### src/core/nvs_pkg.sv
package nvs_pkg;
   localparam int CLK_PERIOD_NS   = 10;
   // access phase lengths in ns, rounded up to whole cycles
   localparam int ACCESS_NS       = 45;   // slowest grade cycle time
   localparam int ACCESS_CYC      = (ACCESS_NS + CLK_PERIOD_NS - 1) / CLK_PERIOD_NS;
   localparam int HW_SAVE_NS      = 15;   // least pulse on store_busy_line_n
   localparam int HW_SAVE_CYC     = (HW_SAVE_NS + CLK_PERIOD_NS - 1) / CLK_PERIOD_NS;
   localparam int GRACE_NS        = 25;   // write_grace_window, slowest grade
   localparam int GRACE_CYC       = (GRACE_NS + CLK_PERIOD_NS - 1) / CLK_PERIOD_NS;
   localparam int SOFT_SEQ_LEN    = 6;
   localparam int SEQ_W           = 3;
   localparam int CNT_W           = 8;
   // operation codes on the command port
   localparam logic [1:0] OP_READ     = 2'h0;
   localparam logic [1:0] OP_WRITE    = 2'h1;
   localparam logic [1:0] OP_HW_SAVE  = 2'h2;
   localparam logic [1:0] OP_SOFT_CMD = 2'h3;

   typedef enum logic [4:0] {
      ST_IDLE  = 5'h01,
      ST_SETUP = 5'h02,
      ST_PULSE = 5'h04,
      ST_GAP   = 5'h08,
      ST_BUSY  = 5'h10
   } nvs_state_type;

   typedef struct packed {
      logic [1:0]  op;
      logic [19:0] addr;
      logic [15:0] wdata;
      logic [1:0]  lanes_n;   // [1] upper, [0] lower
   } nvs_req_type;

   typedef struct packed {
      logic        ce_n;
      logic        we_n;
      logic        oe_n;
      logic        ub_n;
      logic        lb_n;
      logic [19:0] addr;
      logic [15:0] dq;
      logic [15:0] dq_oe;
      logic        busy_out;
      logic        busy_oe;
   } nvs_pins_type;
endpackage

### src/core/nvs_host.sv
module nvs_host #(
   parameter int          DATA_W    = 16,
   parameter int          ADDR_W    = 20,
   parameter logic [19:0] SEQ_ADDR0 = 20'h00000,
   parameter logic [19:0] SEQ_ADDR1 = 20'h00001,
   parameter logic [19:0] SEQ_ADDR2 = 20'h00002,
   parameter logic [19:0] SEQ_ADDR3 = 20'h00003,
   parameter logic [19:0] SEQ_ADDR4 = 20'h00004,
   parameter logic [19:0] SEQ_ADDR5 = 20'h00005
) (
   input  wire logic                MCLK_I,
   input  wire logic                RESET_I,
   input  wire logic                REQ_VALID_I,
   input  wire nvs_pkg::nvs_req_type REQ_I,
   output logic                     REQ_READY_O,
   output logic                     RDATA_VALID_O,
   output logic [15:0]              RDATA_O,
   output logic                     NV_BUSY_O,
   output logic                     CE_N_O,
   output logic                     WE_N_O,
   output logic                     OE_N_O,
   output logic                     UB_N_O,
   output logic                     LB_N_O,
   output logic [19:0]              ADDR_O,
   output logic [15:0]              DQ_O,
   output logic [15:0]              DQ_OE_O,
   input  wire logic [15:0]         DQ_I,
   output logic                     BUSY_LINE_N_O,
   output logic                     BUSY_LINE_N_OE_O,
   input  wire logic                BUSY_LINE_N_I
);
   // all state in one struct, copied whole on every edge
   //   st       - one-hot phase of the access engine
   //   req      - request latched at take, held to completion
   //   pin      - registered pad values, so no output glitches
   //   cnt      - cycle count inside the current phase
   //   seq      - step of the six-read command sequence
   //   bsy_sync - two-flop synchroniser for the busy line
   //   dq_sync  - two-flop synchroniser for the data bus
   //   rvalid   - one-cycle read data strobe
   //   rdata    - last read word, held until the next read
   //   ready    - request port open
   typedef struct packed {
      nvs_pkg::nvs_state_type st;
      nvs_pkg::nvs_req_type   req;
      nvs_pkg::nvs_pins_type  pin;
      logic [7:0]             cnt;
      logic [2:0]             seq;
      logic [1:0]             bsy_sync;
      logic [31:0]            dq_sync;
      logic                   rvalid;
      logic [15:0]            rdata;
      logic                   ready;
   } nvs_regs_type;

   nvs_regs_type r_q;
   nvs_regs_type r_d;
   logic [19:0]  seq_addr;
   logic         wide;

   // 8-bit parts ignore the byte selects, so they are parked
   assign wide = (DATA_W == 16);

   // address of the current soft command step; the table is a
   // parameter set because the command addresses differ per
   // part, and a wrong table only makes the device ignore it
   always_comb begin
      case (r_q.seq)
         3'h0:    seq_addr = SEQ_ADDR0;
         3'h1:    seq_addr = SEQ_ADDR1;
         3'h2:    seq_addr = SEQ_ADDR2;
         3'h3:    seq_addr = SEQ_ADDR3;
         3'h4:    seq_addr = SEQ_ADDR4;
         default: seq_addr = SEQ_ADDR5;
      endcase
   end

   // phase walk of one access, one line per phase:
   //   idle  - take the request, strobes parked high
   //   setup - select, strobes and address launched together
   //   pulse - strobes held for the slowest grade cycle time
   //   gap   - select high for the grace window between steps
   //   busy  - wait until the device lets go of the busy line
   // read data is sampled two cycles late through the flops,
   // so the pulse is long enough to cover the flop latency
   // trade-off: one fixed timing for every grade costs speed
   // on fast parts but needs no grade strap
   // every request ends in busy; command steps before the sixth go back to setup
   // one access engine; every pin comes from the state struct
   always_comb begin
      r_d          = r_q;
      r_d.rvalid   = 1'b0;
      r_d.bsy_sync = {r_q.bsy_sync[0], BUSY_LINE_N_I};
      r_d.dq_sync  = {r_q.dq_sync[15:0], DQ_I};
      case (r_q.st)
         nvs_pkg::ST_IDLE: begin
            r_d.pin.ce_n     = 1'b1;
            r_d.pin.we_n     = 1'b1;
            r_d.pin.oe_n     = 1'b1;
            r_d.pin.dq_oe    = 16'h0000;
            r_d.pin.busy_oe  = 1'b0;
            r_d.pin.busy_out = 1'b1;
            // a device still busy (low) holds off new work
            // ready follows the synchronised line one cycle late,
            // and the take checks the line again, so a stale
            // busy sample never lets a request through
            r_d.ready        = r_q.bsy_sync[1];
            if (REQ_VALID_I && r_q.ready && r_q.bsy_sync[1]) begin
               r_d.ready = 1'b0;
               r_d.req   = REQ_I;
               r_d.seq   = 3'h0;
               r_d.cnt   = 8'h00;
               r_d.st    = nvs_pkg::ST_SETUP;
            end
         end
         nvs_pkg::ST_SETUP: begin
            // address, lanes and strobes leave the same flops together;
            // zero address setup is allowed, so no extra phase is spent
            r_d.pin.addr = (r_q.req.op == nvs_pkg::OP_SOFT_CMD) ? seq_addr : r_q.req.addr;
            r_d.pin.ub_n = wide ? r_q.req.lanes_n[1] : 1'b1;
            r_d.pin.lb_n = wide ? r_q.req.lanes_n[0] : 1'b0;
            r_d.cnt      = 8'h00;
            r_d.st       = nvs_pkg::ST_PULSE;
            if (r_q.req.op == nvs_pkg::OP_HW_SAVE) begin
               r_d.pin.busy_oe  = 1'b1;
               r_d.pin.busy_out = 1'b0;
            end else if (r_q.req.op == nvs_pkg::OP_WRITE) begin
               r_d.pin.we_n  = 1'b0;     // write strobe with select in the same cycle, device keeps bus off
               r_d.pin.ce_n  = 1'b0;
               r_d.pin.dq    = r_q.req.wdata;
               r_d.pin.dq_oe = wide ? 16'hffff : 16'h00ff;
            end else begin
               r_d.pin.we_n = 1'b1;
               r_d.pin.ce_n = 1'b0;      // select-timed read step
               r_d.pin.oe_n = 1'b0;
            end
         end
         nvs_pkg::ST_PULSE: begin
            // hold the strobes for the whole cycle time
            r_d.cnt = r_q.cnt + 8'h01;
            if (r_q.req.op == nvs_pkg::OP_HW_SAVE) begin
               if (r_q.cnt == 8'(nvs_pkg::HW_SAVE_CYC - 1)) begin
                  r_d.pin.busy_out = 1'b1;
                  r_d.pin.busy_oe  = 1'b0;
                  r_d.cnt          = 8'h00;
                  r_d.st           = nvs_pkg::ST_GAP;
               end
            end else if (r_q.cnt == 8'(nvs_pkg::ACCESS_CYC - 1)) begin
               r_d.pin.ce_n  = 1'b1;
               r_d.pin.we_n  = 1'b1;
               r_d.pin.oe_n  = 1'b1;
               r_d.pin.dq_oe = 16'h0000;
               r_d.cnt       = 8'h00;
               r_d.st        = nvs_pkg::ST_GAP;
               if (r_q.req.op == nvs_pkg::OP_READ) begin
                  r_d.rvalid = 1'b1;
                  r_d.rdata  = wide ? r_q.dq_sync[31:16] : {8'h00, r_q.dq_sync[23:16]};
               end
               // command step read data may be junk; never handed back
            end
         end
         nvs_pkg::ST_GAP: begin
            // select high between steps lets the device count each read
            // also gives the device its grace window before a save
            // the address itself changes only at the end of setup, as select falls
            r_d.cnt = r_q.cnt + 8'h01;
            if (r_q.cnt == 8'(nvs_pkg::GRACE_CYC - 1)) begin
               if (r_q.req.op == nvs_pkg::OP_SOFT_CMD && r_q.seq != 3'(nvs_pkg::SOFT_SEQ_LEN - 1)) begin
                  r_d.seq = r_q.seq + 3'h1;
                  r_d.st  = nvs_pkg::ST_SETUP;
               end else begin
                  r_d.st = nvs_pkg::ST_BUSY;
               end
            end
         end
         nvs_pkg::ST_BUSY: begin
            // wait for the device to release the busy line
            // no timeout: a save may hold the line for milliseconds
            // and the host must not start an access before it ends
            if (r_q.bsy_sync[1]) begin
               r_d.st    = nvs_pkg::ST_IDLE;
               r_d.ready = 1'b1;
            end
         end
         default: r_d.st = nvs_pkg::ST_IDLE;
      endcase
   end

   // state register; reset parks every strobe inactive
   // reset is synchronous, so it needs a running clock
   always_ff @(posedge MCLK_I) begin
      if (RESET_I) begin
         r_q              <= '0;
         r_q.st           <= nvs_pkg::ST_IDLE;
         r_q.pin.ce_n     <= 1'b1;
         r_q.pin.we_n     <= 1'b1;
         r_q.pin.oe_n     <= 1'b1;
         r_q.pin.ub_n     <= 1'b1;
         r_q.pin.lb_n     <= 1'b1;
         r_q.pin.busy_out <= 1'b1;
      end else begin
         r_q <= r_d;
      end
   end

   // every output is a flop bit of the state struct
   // one-hot coding lets the busy flag be a single state bit,
   // so no decode sits between the register and the pin
   assign REQ_READY_O      = r_q.ready;
   assign RDATA_VALID_O    = r_q.rvalid;
   assign RDATA_O          = r_q.rdata;
   assign NV_BUSY_O        = r_q.st[4];  // bit of ST_BUSY
   assign CE_N_O           = r_q.pin.ce_n;
   assign WE_N_O           = r_q.pin.we_n;
   assign OE_N_O           = r_q.pin.oe_n;
   assign UB_N_O           = r_q.pin.ub_n;
   assign LB_N_O           = r_q.pin.lb_n;
   assign ADDR_O           = r_q.pin.addr;
   assign DQ_O             = r_q.pin.dq;
   assign DQ_OE_O          = r_q.pin.dq_oe;
   assign BUSY_LINE_N_O    = r_q.pin.busy_out;
   assign BUSY_LINE_N_OE_O = r_q.pin.busy_oe;
endmodule

### config.mk
export PLATFORM = sky130hd
export DESIGN_NAME = nvs_host
export DESIGN_NICKNAME = d
export VERILOG_FILES = /design/src/core/nvs_pkg.sv /design/src/core/nvs_host.sv
export SDC_FILE = /design/constraint.sdc
export NUM_CORES = 1
export LEC_CHECK = 0
export BUFFER_PORTS_ARGS = -buffer_cell sky130_fd_sc_hd__buf_4
export CORE_MARGIN = 1
export CORE_UTILIZATION = 49
export CTS_CLUSTER_SIZE = 16
export DETAILED_ROUTE_END_ITERATION = 8
export PLACE_DENSITY = 0.81
export SLEW_MARGIN = 20
export SYNTH_ARGS = -nofsm -noshare
export SYNTH_HDL_FRONTEND = slang
export SYNTH_SLANG_ARGS = --single-unit
### constraint.sdc
create_clock -name MCLK_I -period 1.8 [get_ports MCLK_I]
set_input_delay 0.09 -clock MCLK_I [delete_from_list [all_inputs] [get_ports MCLK_I]]
set_output_delay 0.09 -clock MCLK_I [all_outputs]
set_load 0.05 [all_outputs]
==> out/metrics.cfg <==
[floorplanning]
die_area_mm2=0.0130
die_x_um=114
rows=40
io_pins=138
initial_core_util=0.506
die_y_um=114
core_mm2=0.0121

[setup_path]
path_class=reg -> reg
crit_path_max_fanout=4
reg2reg_from=r_q[60]$_SDFFE_PP0P_
critical_path_arrival_ns=2.29
cp.required_ns=2.16
critPathCapture=r_q[52]$_SDFFE_PP0P_
crit_path_start_kind=register
end_kind=register
startpoint=r_q[60]$_SDFFE_PP0P_
reg2reg_slack_ns=-0.13
r2r-end=r_q[52]$_SDFFE_PP0P_
r2r_cells=5

[finish]
nets=943
fin_area_mm2=0.00895
final_cell_mix=buf_4 (170), dfxtp_1 (146), nand2_1 (116), a21oi_1 (58), dlygate4sd3_1 (58)
antenna_cells=0
area_growth_syn_to_layout_pct=46.1
instances_no_fill=1053
drive_above_1_share=0.366
final_common_cell=buf_4

[route]
num_vias=5472
routedWlPerCell_um=16.6
antenna_left=0
drtPass1Iterations=4
totalWireLength_um=17500
first_iter_violations=360
drc=0
viasPerCell=5.20

[timing]
fmax_mhz=517
setup_viol=50
finalHoldViolCount=0
rsz0062_at_grt=true
fin_crit_sh=1.07
relSlewSlack=0.640
min_period_ns=1.93
worstMarginPinSlew_ns=0.539
clock_skew_ns=0.00885
drv_slew=0
fin_ws_ns=-0.134

[placed_design]
placed_cells=944
placed_area_mm2=0.00708
io_buffer_count=137
pre_cts_slack_ns=-0.142
hpwl_um=8460
gp_congestion=0.803

[power]
p_comb_frac=0.047
pwr-share-clk=0.476
cellLeakagePower_nw=3.66
switchingPower_w=0.00149
seqPwrFrac=0.477
p_int_w=0.00566
irDropWorstVdd_uv=737
p_per_area_mw_per_mm2=799
switching_share=0.209
power_w=0.00715

[yosys]
synth-seq-area-share=0.496
ys_warn_count=0
async_flop_share=0
syn_area_mm2=0.00613
synth-edff-count=0
syn_area_per_cell_um2=8.62
synthCells=711
syn-num-nets=780
synth-seq-cells=152
synthFlopType=dfxtp_1
netlist-cell-type-count=49

[clock_network]
clk_pin_slew_ns=0.06
clk_latency_ns=0.42
cts.sinks=152
root_buffer=clkbuf_16
ctsLongestPathBuffers=2
cts_tree=yes
htree_levels=4
numCtsBuffers=17

[global_route]
track_usage=0.235
gr-total-overflow=0
antenna_found_initial=0
grt_pass1_vias=4962
grt_start_max_net_pins=58
grt_pass1_wl_um=23800

[hold_path]
hold_path_class=in -> reg

[flow_run]
cap_violations=0

[run_status]
violations=negative setup slack
outcome=finished, violations left

registers in the layout (all words and copies together), names as in the netlist, 16 cells and up:
name / flops
r_q: 72
r_d: 17
DQ_O: 16
RDATA_O: 16
ADDR_O: 20
worst min path at each step:
| stage | endpoint | cells after the start | start |
|---|---|---|---|
| floorplan | r_d[34]$_SDFF_PP0_ | 1 | DQ_I[0] |
| global placement | r_d[35]$_SDFF_PP0_ | 2 | DQ_I[1] |
| detailed placement | r_d[41]$_SDFF_PP0_ | 2 | DQ_I[7] |
| CTS | r_q[165]$_SDFFE_PP0P_ | 2 | RESET_I |
| global route | RDATA_O[10]$_SDFFE_PP0P_ | 2 | RESET_I |
| finish | r_q[165]$_SDFFE_PP0P_ | 2 | RESET_I |
cell usage after synthesis (2+ instances only):
cell type	instances	share of area
buf_2	8	0.0065
ha_1	9	0.018
a21oi_1	93	0.076
or2_2	3	0.0031
nor2_1	40	0.024
nor3_1	7	0.0057
nor2b_1	37	0.038
mux2i_1	16	0.026
o21ai_0	4	0.0033
nor4_1	2	0.0020
or3_1	2	0.0020
dfxtp_1	152	0.50
nand3b_1	5	0.0061
clkbuf_1	32	0.020
o22ai_1	6	0.0061
nand3_1	22	0.018
o21a_1	2	0.0024
nor4_2	2	0.0041
nand2b_1	3	0.0031
buf_4	68	0.083
nand2_1	154	0.094
a21oi_2	2	0.0029
o32a_1	2	0.0033
a21o_1	3	0.0037
a211oi_1	2	0.0024
and2_1	7	0.0071
a311oi_1	2	0.0029
inv_1	5	0.0031
power by group through the flow:
stage | sequential [W] | combinational, W | clock [W]
2_1_floorplan | 0.00348 | 0.0000754 | 0
3_3_place_gp | 0.00348 | 0.000198 | 0
3_5_place_dp | 0.00349 | 0.000199 | 0
4_1_cts | 0.00341 | 0.000302 | 0.00342
5_1_grt | 0.00341 | 0.000353 | 0.00358
6_report | 0.00341 | 0.000335 | 0.00341
kinds of logic (layout without fill, tap and decap cells):
group,after synthesis,count (layout),share of synthesized area
adders and majority gates,9,9,0.0184
muxes,17,17,0.0280
xor gates and xnor gates,1,1,0.00143
and+or+nand+nor,295,295,0.229
DFF,152,152,0.496
AOI/OAI and AO/OA,123,123,0.113
buffers and inverters,114,288,0.114
worst max-delay path, stage by stage, from the launching register on:
cell	delay, ns
dfxtp_2	0.32
or4_4	0.56
nor4b_4	0.34
a31oi_4	0.16
or3_1	0.39
a21oi_2	0.11
metal layers:
metal / share of wire / global-route usage
met4: 0.027 / 0.0952
met5: 0 / 0
met3: 0.076 / 0.0670
met1: 0.39 / 0.272
met2: 0.51 / 0.409
area by class of cell:
cell class / instances / area (µm²)
well taps: 168 / 210
inverters: 5 / 18.8
clock buffers: 22 / 454
multi-input cells: 445 / 2800
clock inverters: 8 / 100
fillers: 761 / 3160
repair buffers: 253 / 2310
flip-flops and latches: 152 / 3060
through the flow:
step | hold slack (ns) | TNS [ns] | utilization
after floorplan | 0.218 | -2.69 | -
after global placement | 0.302 | -1.28 | 0.584
after detailed placement | 0.307 | -1.72 | 0.584
after CTS | 0.0490 | -1.25 | 0.682
after global routing | 0.0670 | -7.11 | 0.739
final | 0.0647 | -3.50 | 0.739
what timing repair did:
action                                 in CTS  in global routing
gates resized for setup                     8                113
setup endpoints to repair                  31                 92
pin swaps                                   8                 46
buffers inserted                            3                  6
endpoints found under the hold margin      58                  0
hold buffers                               58                  0
cloned                                      0                 12
Note: power is estimated with default switching activity, not from simulation.
